## config.mk

```make
export PLATFORM = sky130hd
export DESIGN_NAME = tsense_regs
export DESIGN_NICKNAME = d
export VERILOG_FILES = /design/src/verilog/tsense_pkg.sv /design/src/verilog/alert_if.sv /design/src/verilog/conv_sched.sv /design/src/verilog/alert_logic.sv /design/src/verilog/tsense_regs.sv
export SDC_FILE = /design/constraint.sdc
export NUM_CORES = 1
export LEC_CHECK = 0
export ABC_CLOCK_PERIOD_IN_PS = 4050
export CORE_UTILIZATION = 55
export DETAILED_ROUTE_END_ITERATION = 7
export DONT_BUFFER_PORTS = 1
export PLACE_DENSITY = 0.75
export RECOVER_POWER = 25
export SYNTH_ARGS = -nofsm -noshare
export SYNTH_HDL_FRONTEND = slang
export SYNTH_HIERARCHICAL = 1
export SYNTH_SLANG_ARGS = --single-unit
export TNS_END_PERCENT = 1
```

## constraint.sdc

```tcl
create_clock -name CLK -period 4.05 [get_ports CLK]
set_input_delay 0.2025 -clock CLK [delete_from_list [all_inputs] [get_ports CLK]]
set_output_delay 0.2025 -clock CLK [all_outputs]
set_load 0.01 [all_outputs]
```

## src/verilog/tsense_pkg.sv

```systemverilog
// constants shared by the temperature sensor register block.
// assumes one 25 MHz clock and a byte-level serial front end.
package tsense_pkg;
   // ------------------------------------------------------------
   // register selector codes
   // ------------------------------------------------------------
   localparam logic [7:0] SEL_TEMPERATURE = 8'h00;
   localparam logic [7:0] SEL_CONFIG = 8'h01;
   localparam logic [7:0] SEL_HYST = 8'h02;
   localparam logic [7:0] SEL_OVERTEMP = 8'h03;
   localparam logic [7:0] SEL_ONE_SHOT = 8'h04;
   // ------------------------------------------------------------
   // reset values
   // ------------------------------------------------------------
   localparam logic [15:0] TEMPERATURE_RESET = 16'h0000;
   localparam logic [7:0] CONFIG_RESET = 8'h00;
   localparam logic [15:0] HYST_RESET = 16'h4b00;
   localparam logic [15:0] OVERTEMP_RESET = 16'h5000;
   localparam logic [7:0] SELECTOR_RESET = 8'h00;
   // ------------------------------------------------------------
   // configuration fields
   // ------------------------------------------------------------
   localparam int CFG_SHUTDOWN = 0;
   localparam int CFG_INT_MODE = 1;
   localparam int CFG_POLARITY = 2;
   localparam int CFG_QUEUE_LO = 3;
   localparam int CFG_QUEUE_HI = 4;
   localparam int CFG_ONE_SHOT = 5;
   localparam int TEMP_FRAC_BITS = 4;
   // ------------------------------------------------------------
   // timing
   // ------------------------------------------------------------
   localparam longint CLK_HZ = 25000000;
   localparam longint CONV_PERIOD_MS = 100;
   localparam longint CONV_TIME_MS = 60;
   // period is a longest time (round down), conversion a least time
   localparam int CONV_PERIOD_CYCLES = int'(CONV_PERIOD_MS * CLK_HZ / 1000);
   localparam int CONV_TIME_CYCLES =
      int'((CONV_TIME_MS * CLK_HZ + 999) / 1000);

   typedef enum logic [1:0] {
      SCHED_IDLE = 2'b00,
      SCHED_CONVERT = 2'b01,
      SCHED_WAIT = 2'b10
   } sched_state_t;

   // consecutive results needed before the alert moves
   function automatic logic [2:0] queue_depth(input logic [1:0] code);
      unique case (code)
         2'b00: queue_depth = 3'd1;
         2'b01: queue_depth = 3'd2;
         2'b10: queue_depth = 3'd4;
         2'b11: queue_depth = 3'd6;
      endcase
   endfunction : queue_depth
endpackage : tsense_pkg

```

## src/verilog/alert_if.sv

```systemverilog
// carries results, limits and alert controls between the register
// block and the alert logic; one clock, no crossing.
interface alert_if;
   logic result_valid;
   logic [15:0] result;
   logic [15:0] hyst;
   logic [15:0] overtemp;
   logic int_mode;
   logic [1:0] queue_code;
   logic read_clear;
   logic one_shot_write;
   logic active;
   modport ctrl(output result_valid, result, hyst, overtemp, int_mode,
      queue_code, read_clear, one_shot_write, input active);
   modport alert(input result_valid, result, hyst, overtemp, int_mode,
      queue_code, read_clear, one_shot_write, output active);
endinterface : alert_if

```

## src/verilog/conv_sched.sv

```systemverilog
// conversion scheduler: periodic or single conversions.
// assumes start and abort are one-cycle pulses on CLK.
module conv_sched #(
   parameter int PERIOD_CYCLES = tsense_pkg::CONV_PERIOD_CYCLES,
   parameter int CONV_CYCLES = tsense_pkg::CONV_TIME_CYCLES
) (
   input wire logic clk,
   input wire logic rst_n,
   input wire logic start,
   input wire logic abort,
   input wire logic periodic,
   output logic converting,
   output logic done
);
   tsense_pkg::sched_state_t state;
   logic [31:0] count;
   wire count_end = (state == tsense_pkg::SCHED_CONVERT) ?
      (count == 32'(CONV_CYCLES - 1)) :
      (count == 32'(PERIOD_CYCLES - CONV_CYCLES - 1));

   assign converting = (state == tsense_pkg::SCHED_CONVERT);
   assign done = converting && count_end && !abort;

   always_ff @(posedge clk) begin
      count <= (!rst_n || start || abort || count_end) ? 32'h0 : count + 1;
      if (!rst_n || abort) begin
         state <= tsense_pkg::SCHED_IDLE;
      end else if (start) begin
         state <= tsense_pkg::SCHED_CONVERT;
      end else if (count_end) begin
         unique case (state)
            tsense_pkg::SCHED_CONVERT: state <= periodic ?
               tsense_pkg::SCHED_WAIT : tsense_pkg::SCHED_IDLE;
            tsense_pkg::SCHED_WAIT: state <= periodic ?
               tsense_pkg::SCHED_CONVERT : tsense_pkg::SCHED_IDLE;
            default: state <= tsense_pkg::SCHED_IDLE;
         endcase
      end
   end
endmodule : conv_sched

```

## src/verilog/alert_logic.sv

```systemverilog
// over-temperature alert with fault queue, comparator and
// interrupt behaviour; polarity is applied by the caller.
module alert_logic (
   input wire logic clk,
   input wire logic rst_n,
   alert_if.alert bus
);
   logic [2:0] run;
   logic want_cold;
   logic below_hyst;
   wire hot = $signed(bus.result) > $signed(bus.overtemp);
   wire cold = $signed(bus.result) < $signed(bus.hyst);
   wire fault = want_cold ? cold : hot;
   wire [2:0] depth = tsense_pkg::queue_depth(bus.queue_code);
   wire fire = bus.result_valid && fault && (run + 3'd1 >= depth);
   wire cmp_oneshot_clear = !bus.int_mode && bus.one_shot_write
      && below_hyst && bus.active;

   always_ff @(posedge clk) begin
      if (!rst_n) begin
         run <= 3'd0;
         want_cold <= 1'b0;
         below_hyst <= 1'b0;
         bus.active <= 1'b0;
      end else begin
         if (bus.result_valid) begin
            below_hyst <= cold;
         end
         // consecutive fault count
         if (bus.result_valid) begin
            run <= (!fault || fire) ? 3'd0 : run + 3'd1;
         end
         if (fire) begin
            want_cold <= !want_cold;
         end
         // interrupt set wins over read clear
         if (bus.int_mode) begin
            if (fire && !want_cold) begin
               bus.active <= 1'b1;
            end else if (bus.read_clear) begin
               // any read releases
               bus.active <= 1'b0;
            end
         end else if (fire) begin
            bus.active <= !want_cold;
         end else if (cmp_oneshot_clear) begin
            // trigger write releases when cool
            bus.active <= 1'b0;
            want_cold <= 1'b0;
         end
      end
   end
endmodule : alert_logic

```

## src/verilog/tsense_regs.sv

```systemverilog
// register side of a 12-bit digital temperature sensor.
// assumes a byte-level front end on the two-wire bus: a start
// pulse with direction, byte write strobes, byte read requests
// and a stop pulse; the converter result arrives on CONV_CODE.
//
// Overview of operation
// positive reading is the 12-bit code divided by 16 degrees
// negative reading is code minus 4096, over 16
// 9-bit consumer keeps top nine bits, negatives minus 512
// 8-bit consumer reads whole degrees, negatives minus 256
// setting the one-shot bit stops periodic conversions at once
// selector write of one-shot code starts exactly one conversion
// host waits 60 ms after a trigger before reading
// reading the one-shot location returns the latest result
// trigger write drives alert when the result exceeds limits
// interrupt mode: any read releases the alert
// comparator mode: trigger write releases alert once cool
// alert needs the configured count of consecutive faults
// five registers; configuration 8 bits, the others 16
// temperature register ignores writes, others are writable
// selector starts at zero, pointing at the temperature
// selector low bits route following data bytes
// selector codes 0 to 4 map to the five locations
// host writes zeros to unused selector bits
// temperature is two's complement, high byte read first
// 12-bit value in bits 15..4, low four bits zero
// conversions every 100 ms, bus traffic restarts the timer
// result compared to limits; polarity and mode configured
// shutdown bit stops conversions, clearing it starts one
// setpoint writes send high byte then low byte
// setpoints survive one-shot cycles and shutdown
module tsense_regs #(
   parameter int PERIOD_CYCLES = tsense_pkg::CONV_PERIOD_CYCLES,
   parameter int CONV_CYCLES = tsense_pkg::CONV_TIME_CYCLES
) (
   // clock and reset
   input wire logic CLK,
   input wire logic RST_N,
   // serial front end, byte level
   input wire logic BUS_START,
   input wire logic BUS_READ,
   input wire logic BUS_STOP,
   input wire logic BUS_WR_VALID,
   input wire logic [7:0] BUS_WR_DATA,
   input wire logic BUS_RD_REQ,
   output logic [7:0] BUS_RD_DATA,
   // converter
   input wire logic [11:0] CONV_CODE,
   output logic CONVERTING,
   // over-temperature alert, open drain
   output logic ALERT_O,
   output logic ALERT_OE
);
   // ------------------------------------------------------------
   // parameter checks
   // ------------------------------------------------------------
   if (CONV_CYCLES < 1 || PERIOD_CYCLES <= CONV_CYCLES) begin : g_chk
      $error("conversion time must be positive and below the period");
   end

   // ------------------------------------------------------------
   // register state
   // ------------------------------------------------------------
   logic [7:0] selector;
   logic [15:0] temperature_reading;
   logic [7:0] configuration;
   logic [15:0] hysteresis_limit;
   logic [15:0] overtemp_limit;
   logic [7:0] high_stage;
   logic in_txn;
   logic read_txn;
   logic selector_next;
   logic [1:0] byte_idx;
   logic trigger_pending;
   logic conv_done;
   logic alert_drive;

   alert_if aif();

   // ------------------------------------------------------------
   // decode
   // ------------------------------------------------------------
   wire wr_selector = BUS_WR_VALID && selector_next;
   wire wr_data = BUS_WR_VALID && in_txn && !selector_next;
   wire shutdown = configuration[tsense_pkg::CFG_SHUTDOWN];
   wire one_shot_mode = configuration[tsense_pkg::CFG_ONE_SHOT];
   // one-shot or shutdown halts
   wire periodic = !shutdown && !one_shot_mode;
   // selector decode
   wire sel_temp = (selector == tsense_pkg::SEL_TEMPERATURE);
   wire sel_cfg = (selector == tsense_pkg::SEL_CONFIG);
   wire sel_hyst = (selector == tsense_pkg::SEL_HYST);
   wire sel_ot = (selector == tsense_pkg::SEL_OVERTEMP);
   wire sel_shot = (selector == tsense_pkg::SEL_ONE_SHOT);
   wire low_byte = byte_idx[0];
   // setpoints commit on the low byte
   wire commit_hyst = wr_data && sel_hyst && low_byte;
   wire commit_ot = wr_data && sel_ot && low_byte;
   // trigger only in one-shot mode
   wire trigger_now = wr_selector
      && (BUS_WR_DATA == tsense_pkg::SEL_ONE_SHOT) && one_shot_mode;
   // stop restarts the timer; one-shot runs only on trigger
   wire sched_start = BUS_STOP && in_txn
      && (periodic || (one_shot_mode && !shutdown && trigger_pending));
   wire [15:0] word_sel = sel_hyst ? hysteresis_limit :
      sel_ot ? overtemp_limit : temperature_reading;
   wire [7:0] rd_byte = sel_cfg ? configuration :
      (sel_temp || sel_hyst || sel_ot || sel_shot) ?
      (low_byte ? word_sel[7:0] : word_sel[15:8]) : 8'h00;

   // ------------------------------------------------------------
   // transaction tracking
   // ------------------------------------------------------------
   always_ff @(posedge CLK) begin
      if (!RST_N) begin
         in_txn <= 1'b0;
         read_txn <= 1'b0;
         selector_next <= 1'b0;
         byte_idx <= 2'd0;
      end else if (BUS_START) begin
         in_txn <= 1'b1;
         read_txn <= BUS_READ;
         selector_next <= !BUS_READ;
         byte_idx <= 2'd0;
      end else begin
         if (BUS_STOP) begin
            in_txn <= 1'b0;
         end
         if (wr_selector) begin
            selector_next <= 1'b0;
         end
         if (wr_data || BUS_RD_REQ) begin
            byte_idx <= {1'b0, !byte_idx[0]};
         end
      end
   end

   // ------------------------------------------------------------
   // selector and configuration
   // ------------------------------------------------------------
   always_ff @(posedge CLK) begin
      if (!RST_N) begin
         // selector powers up at zero
         selector <= tsense_pkg::SELECTOR_RESET;
         configuration <= tsense_pkg::CONFIG_RESET;
      end else begin
         // selector routes data bytes
         if (wr_selector) begin
            selector <= BUS_WR_DATA;
         end
         // eight-bit configuration
         if (wr_data && sel_cfg) begin
            configuration <= BUS_WR_DATA;
         end
      end
   end

   // ------------------------------------------------------------
   // setpoints, kept across shutdown and one-shot
   // ------------------------------------------------------------
   always_ff @(posedge CLK) begin
      if (!RST_N) begin
         hysteresis_limit <= tsense_pkg::HYST_RESET;
         overtemp_limit <= tsense_pkg::OVERTEMP_RESET;
         high_stage <= 8'h00;
      end else begin
         if (wr_data && !low_byte) begin
            high_stage <= BUS_WR_DATA;
         end
         // only a bus write changes a limit
         if (commit_hyst) begin
            hysteresis_limit <= {high_stage, BUS_WR_DATA};
         end
         if (commit_ot) begin
            overtemp_limit <= {high_stage, BUS_WR_DATA};
         end
      end
   end

   // ------------------------------------------------------------
   // one-shot trigger and result
   // ------------------------------------------------------------
   always_ff @(posedge CLK) begin
      if (!RST_N) begin
         trigger_pending <= 1'b0;
         temperature_reading <= tsense_pkg::TEMPERATURE_RESET;
      end else begin
         if (trigger_now) begin
            trigger_pending <= 1'b1;
         end else if (BUS_STOP) begin
            trigger_pending <= 1'b0;
         end
         // code kept two's complement
         // low four bits always zero
         // bus writes never reach this register
         if (conv_done) begin
            temperature_reading <=
               {CONV_CODE, {tsense_pkg::TEMP_FRAC_BITS{1'b0}}};
         end
      end
   end

   // high byte first on reads
   // one-shot location reads the result
   always_ff @(posedge CLK) begin
      if (!RST_N) begin
         BUS_RD_DATA <= 8'h00;
      end else if (BUS_RD_REQ) begin
         BUS_RD_DATA <= rd_byte;
      end
   end

   // ------------------------------------------------------------
   // conversion scheduling
   // ------------------------------------------------------------
   // any start aborts: a read mid-conversion keeps the old result
   conv_sched #(
      .PERIOD_CYCLES(PERIOD_CYCLES),
      .CONV_CYCLES(CONV_CYCLES)
   ) u_sched (
      .clk(CLK),
      .rst_n(RST_N),
      .start(sched_start),
      .abort(BUS_START),
      .periodic(periodic),
      .converting(CONVERTING),
      .done(conv_done)
   );

   // ------------------------------------------------------------
   // alert
   // ------------------------------------------------------------
   // one-shot result feeds the comparison
   assign aif.result_valid = conv_done;
   assign aif.result = {CONV_CODE, {tsense_pkg::TEMP_FRAC_BITS{1'b0}}};
   assign aif.hyst = hysteresis_limit;
   assign aif.overtemp = overtemp_limit;
   assign aif.int_mode = configuration[tsense_pkg::CFG_INT_MODE];
   assign aif.queue_code =
      configuration[tsense_pkg::CFG_QUEUE_HI:tsense_pkg::CFG_QUEUE_LO];
   assign aif.read_clear = BUS_RD_REQ;
   assign aif.one_shot_write = trigger_now;

   alert_logic u_alert (
      .clk(CLK),
      .rst_n(RST_N),
      .bus(aif)
   );

   // polarity: pull low when the pin level must be low
   assign alert_drive = configuration[tsense_pkg::CFG_POLARITY] ?
      !aif.active : aif.active;
   always_ff @(posedge CLK) begin
      if (!RST_N) begin
         ALERT_OE <= 1'b0;
      end else begin
         ALERT_OE <= alert_drive;
      end
   end
   assign ALERT_O = 1'b0;
endmodule : tsense_regs

```

======== Word-level counts from Yosys, hierarchy flattened ========
Index checks and enable logic that the tools add are counted.
word-level totals
  input port bits ......................... 27
  flip-flop bits (word level) ............. 121
operators by class
  magnitude comparators ................... 3
  equality and inequality tests ........... 13
  reductions and logical operators ........ 55
  $add $sub $neg .......................... 2
  bitwise gates (word level) .............. 1
  multiplexer cells ....................... 29
operators by type and width
  cell                     count
  $add A32 B1 Y32 const B  1
  $eq A32 B20 Y1 const B   1
  $eq A32 B21 Y1 const B   1
  $mux W16                 2
  $logic_and A1 B1 Y1      24
  $mux W8                  3
  $mux W1                  20
  $eq A8 B2 Y1 const B     2
  $eq A8 B3 Y1 const B     2
  $gt A16 B16 Y1           1
  $lt A16 B16 Y1           1
  $pmux W3 S4              1
  $logic_not A1 Y1         11
  $logic_or A1 B1 Y1       10
  $eq A8 B1 Y1 const B     1
  $logic_not A8 Y1         1
  $reduce_bool A2 Y1       4
  $eq A2 B2 Y1 const B     3
  $eq A2 B1 Y1 const B     2
  $pmux W2 S2              1
  $reduce_or A2 Y1         2
  $add A3 B1 Y3 const B    1
  $ge A3 B3 Y1             1
  $mux W3                  1
  other kinds (6)          6

======== Longest topological paths before layout ========
  word-level depth ........................ 10
  mapped depth ............................ 15
  mapped depth without buffers ............ 14

======== Modules after synthesis ========
The synthesis kept the hierarchy.
modules (own cells, without submodules)
  module       instances  cells each  area an instance (um2)
  tsense_regs  1          418         3636.0
  conv_sched   1          201         1774.2
  alert_logic  1          170         1298.7

======== Worst setup path before layout ========
No wires, ideal clock.
  kind .................................... reg2reg
  start point ............................. reg u_sched.state[1]
  end point ............................... reg u_alert.bus.active
  library setup time ...................... 0.086 ns
  setup slack ............................. 0.681 ns
  cell stages (with the launch flop) ...... 16
  arrival time ............................ 3.283 ns
  path buffers ............................ 1
  path through ............................ dfxtp_1 inv_1 ha_1 and3b_1 o211ai_1 a2111oi_0 and3b_1 clkbuf_1 o211ai_1 a2111oi_0 a221oi_1 inv_1 ha_1 a211oi_1 a211o_1 a221oi_2
on the way
  cells in the longest elaborated chain, start to end .. 9
  elaborated cells between the ends (all ways) .. 13
  those cells by class .................... eq/ne: 2; mux: 4; reduce/logical: 7
RTL lines
  item                                                                  line               RTL
  from (decl)                                                           conv_sched.sv:15   tsense_pkg::sched_state_t state;
  from (signal assigned)                                                conv_sched.sv:27   state <= tsense_pkg::SCHED_IDLE;
  from (signal assigned)                                                conv_sched.sv:29   state <= tsense_pkg::SCHED_CONVERT;
  from (signal assigned)                                                conv_sched.sv:32   tsense_pkg::SCHED_CONVERT: state <= periodic ?
  $eq A2 B1 Y1 *                                                        conv_sched.sv:21   assign converting = (state == tsense_pkg::SCHED_CONVERT);
  named net CONVERTING                                                  tsense_regs.sv:49  output logic CONVERTING,
  $mux W1                                                               conv_sched.sv:17   wire count_end = (state == tsense_pkg::SCHED_CONVERT) ?
  $logic_and A1 B1 Y1 * (2 in series)                                   conv_sched.sv:22   assign done = converting && count_end && !abort;
  named net aif.result_valid                                            alert_if.sv:4      logic result_valid;
  $logic_and A1 B1 Y1 * (2 in series)                                   alert_logic.sv:15  wire fire = bus.result_valid && fault && (run + 3'd1 >= depth);
  $logic_and A1 B1 Y1                                                   alert_logic.sv:38  if (fire && !want_cold) begin
  $ne A3 B2 Y1 (no source line) / $mux W1 (equally long branches)       n/a
  $reduce_and A2 Y1 (no source line) / $mux W1 (equally long branches)  n/a
  to (signal assigned)                                                  alert_logic.sv:45  bus.active <= !want_cold;
  to (decl)                                                             alert_if.sv:16     queue_code, read_clear, one_shot_write, output active);
The timed path passes the listed nets; every way through them passes the cells marked *.
A chain may end at the register's enable or synchronous reset.

======== Worst setup path in the final report ========
Same ends and word-level chain as after synthesis.

==> flow_summary.yaml <==
run_status:
  status: "complete, no violations"
die:
  die_area_um2: 12640
  pin_count: 38
  core_um2: 11660
  initial_core_util_pct: 57.53
  rows: 39
  die_x_um: 112.4
  die-height_um: 112.4
layout:
  final_nets: 868
  final_util_pct: 65.63
  layout_common_cells: "nand2_1 (133), dfxtp_1 (121), inv_1 (51), nor2_1 (46), nand3_1 (40)"
  area_growth_pct: 14.08
  fillCellCount: 945
  drive_above_1_share_pct: 8.466
  final_common_cell: "nand2_1"
  n_antenna_cell: 0
global_route:
  grt_antenna_before_repair: 1
  grt_pass1_vias: 5616
  grt_pass1_wl_mm: 28.38
  overflow: 0
  grt_usage_pct: 28.86
  grt_max_degree: 86
placement:
  place_congestion: 0.9177
  dpl.hpwl_mm: 11.92
  portBuffers: 0
setup_path:
  crit_path_max_incr_delay_ps: 630
  worst-setup-path-type: "reg -> reg"
  path_cells: "inv_1 -> ha_1 -> nor3b_1 -> o211ai_1 -> a2111oi_1 -> and3b_1 -> o211ai_1 -> a2111oi_0 -> a221oi_1 -> inv_1 -> ha_1 -> a211oi_1 -> a211o_1 -> a221oi_2"
  end_kind: "flip-flop"
  r2r_start: "u_sched/state[1]"
  worst_ep_required_time_ps: 4380
  critPathMaxFanout: 8
  rr_endpoint: "u_alert/bus.active"
  crit_path_top_delay_cell: "a2111oi_1"
  crit_start: "u_sched/state[1]"
  crit_path_end: "u_alert/bus.active"
  r2r_cells: 14
  worstPathArrival_ps: 4150
  cp-start-kind: "flip-flop"
  ff2ff_setup_slack_ps: 230
synth:
  ys_ff_latch: 121
  synthFlopType: "dfxtp_1"
  avgSynthCellArea_um2: 8.503
  syn_area_um2: 6709
  synth_cells: 789
  async_reset_ff_share_pct: 0
  yosysWarningCount: 6
  synth_cell_types: 72
  ys_seq_area_share_pct: 36.11
  synth_edf_count: 0
clock_tree:
  cts_tree: "built"
  clk_latency_ps: 410
  clock_sinks: 121
  cts.path.max_buffers: 2
  root_buffer: "clkbuf_16"
  cts_htree_levels: 4
  cts_setup_buffers: 0
  clk_pin_slew_ps: 60
  cts_made_buffers: 17
sta:
  worst_pin_slew_ps: 1248
  finClkSkew_ps: 5.758
  rsz0062_at_grt: "false"
  min_period_ps: 3820
  slew_violations: 0
  setup_violations: 0
  setup_tns_ps: 0
  finalCritPeriodShare_pct: 94.31
  slew_headroom_pct: 16.17
  max_freq_mhz: 261.8
  hold_violations: 0
routing:
  wire_per_inst_um: 18.23
  wl_mm: 17.46
  vias: 5762
  drt_pass1_iterations: 5
  initialDrtViolationCount: 670
  viasPerCell: 6.015
  antenna_left: 0
  drc_errors: 0
flow_run:
  maxCapViolations: 0
power_and_ir_drop:
  clkPwrFrac_pct: 55.2
  p_sw_share_pct: 21.04
  switchingPower_w: 0.0006615
  seqPwrFrac_pct: 39.1
  irDropWorstVdd_uv: 282.6
  power_density_nw_per_um2: 410.8
  leakagePower_nw: 2.677
  pwr-share-comb_pct: 5.7
  p_int_w: 0.002482
worst_hold_path:
  whs_path_depth: 2
  hp-class: "in -> reg"
## power groups by stage
stage | Sequential, W | Clock, W | Combinational (W)
after detailed placement | 0.00125 | 0 | 0.000131
after global routing | 0.00123 | 0.00181 | 0.000196
after floorplan | 0.00124 | 0 | 0.000123
final | 0.00123 | 0.00174 | 0.000180
after CTS | 0.00123 | 0.00175 | 0.000175
after global placement | 0.00125 | 0 | 0.000125
## synthesized netlist by cell type, types with 17 or more instances
cell type  instances  share of area (%)
a21oi_1           20                1.5
dfxtp_1          121                 36
xnor2_1           22                2.9
o21ai_0           20                1.5
mux2i_1           27                4.0
inv_1             51                2.9
clkbuf_1          17               0.95
ha_1              39                7.3
nand2_1          133                7.4
nor2_1            46                2.6
nand3_1           40                3.0
nor2b_1           27                2.5
a21boi_0          37                4.1
## what timing repair did
| item | CTS | global route |
|---|---|---|
| hold buffers | 25 | 0 |
| gates resized for setup | 0 | 1 |
| endpoints found under the setup margin | 0 | 1 |
| endpoints found under the hold margin | 86 | 0 |
## cells by family (layout without fill, tap and decap cells)
kind of cell | after synthesis | after routing | share of synthesized area, %
flip-flops | 121 | 121 | 36.11
other | 1 | 9 | 0.05590
multiplexers | 29 | 29 | 4.532
buffers and inverters | 92 | 110 | 6.285
AND/OR/NAND/NOR | 334 | 334 | 26.39
XOR/XNOR | 32 | 32 | 4.177
AO/OA/AOI/OAI | 141 | 141 | 15.18
adder cells (fa/ha/maj) | 39 | 39 | 7.273
## flip-flops by register name (all words and copies together) (netlist names)
signal               flops
configuration            8
temperature_reading     12
u_alert/run              3
BUS_RD_DATA              8
in_txn                   1
selector_next            1
u_sched/count           32
high_stage               8
trigger_pending          1
u_sched/state            2
byte_idx                 1
aif.hyst                16
u_alert/bus.active       1
ALERT_OE                 1
selector                 8
aif.overtemp            16
u_alert/want_cold        1
u_alert/below_hyst       1
## how the worst min path moves through the flow
| stage | slack, ps | from | endpoint |
|---|---|---|---|
| after floorplan | 280 | BUS_START | byte_idx[0] |
| after global placement | 280 | BUS_START | byte_idx[0] |
| after detailed placement | 290 | BUS_START | byte_idx[0] |
| after CTS | 2 | BUS_START | selector_next |
| after global routing | 7 | BUS_WR_VALID | selector_next |
| final | 10 | BUS_STOP | trigger_pending |
## layer usage
layer  vias up  GRT usage [%]  share of wire (%)
li1       2764              -                  -
met2       269          44.10                 43
met3        22          8.477                9.1
met5         -              0                  0
met1      2707          39.23                 46
met4         0          9.067                1.6
## per-stage QoR
stage	cells	power, W	hold WS, ps	worst slack [ps]	area [µm²]
CTS	958	0.003150	1.798	171.7	7652
detailed placement	901	0.001384	287.3	321.1	6699
finish	958	0.003144	10.74	230.4	7654
global placement	901	0.001377	281.1	667.7	6699
floorplan	797	0.001365	278.2	681.0	6739
global route	958	0.003240	7.007	12.64	7654
## area by class of cell
class                      count  area, µm²  share of cell area (%)
inverter                      52      195.2                   2.550
clock inverter                12      219.0                   2.861
multi-input combinational    584       3896                   50.91
clock buffer                  20      466.7                   6.098
tap                          143      178.9                   2.338
sequential                   121       2422                   31.65
timing repair buffer          26      275.3                   3.597
## worst max-delay path, delay by kind of cell, from the launching register on
kind	cells	cell delay [ps]
AOI/OAI and AO/OA	8	2140
and+or+nand+nor	2	590
adders and majority gates	2	490
DFF	1	360
buffers and inverters	2	150
Power figures use the tool's default switching activity.
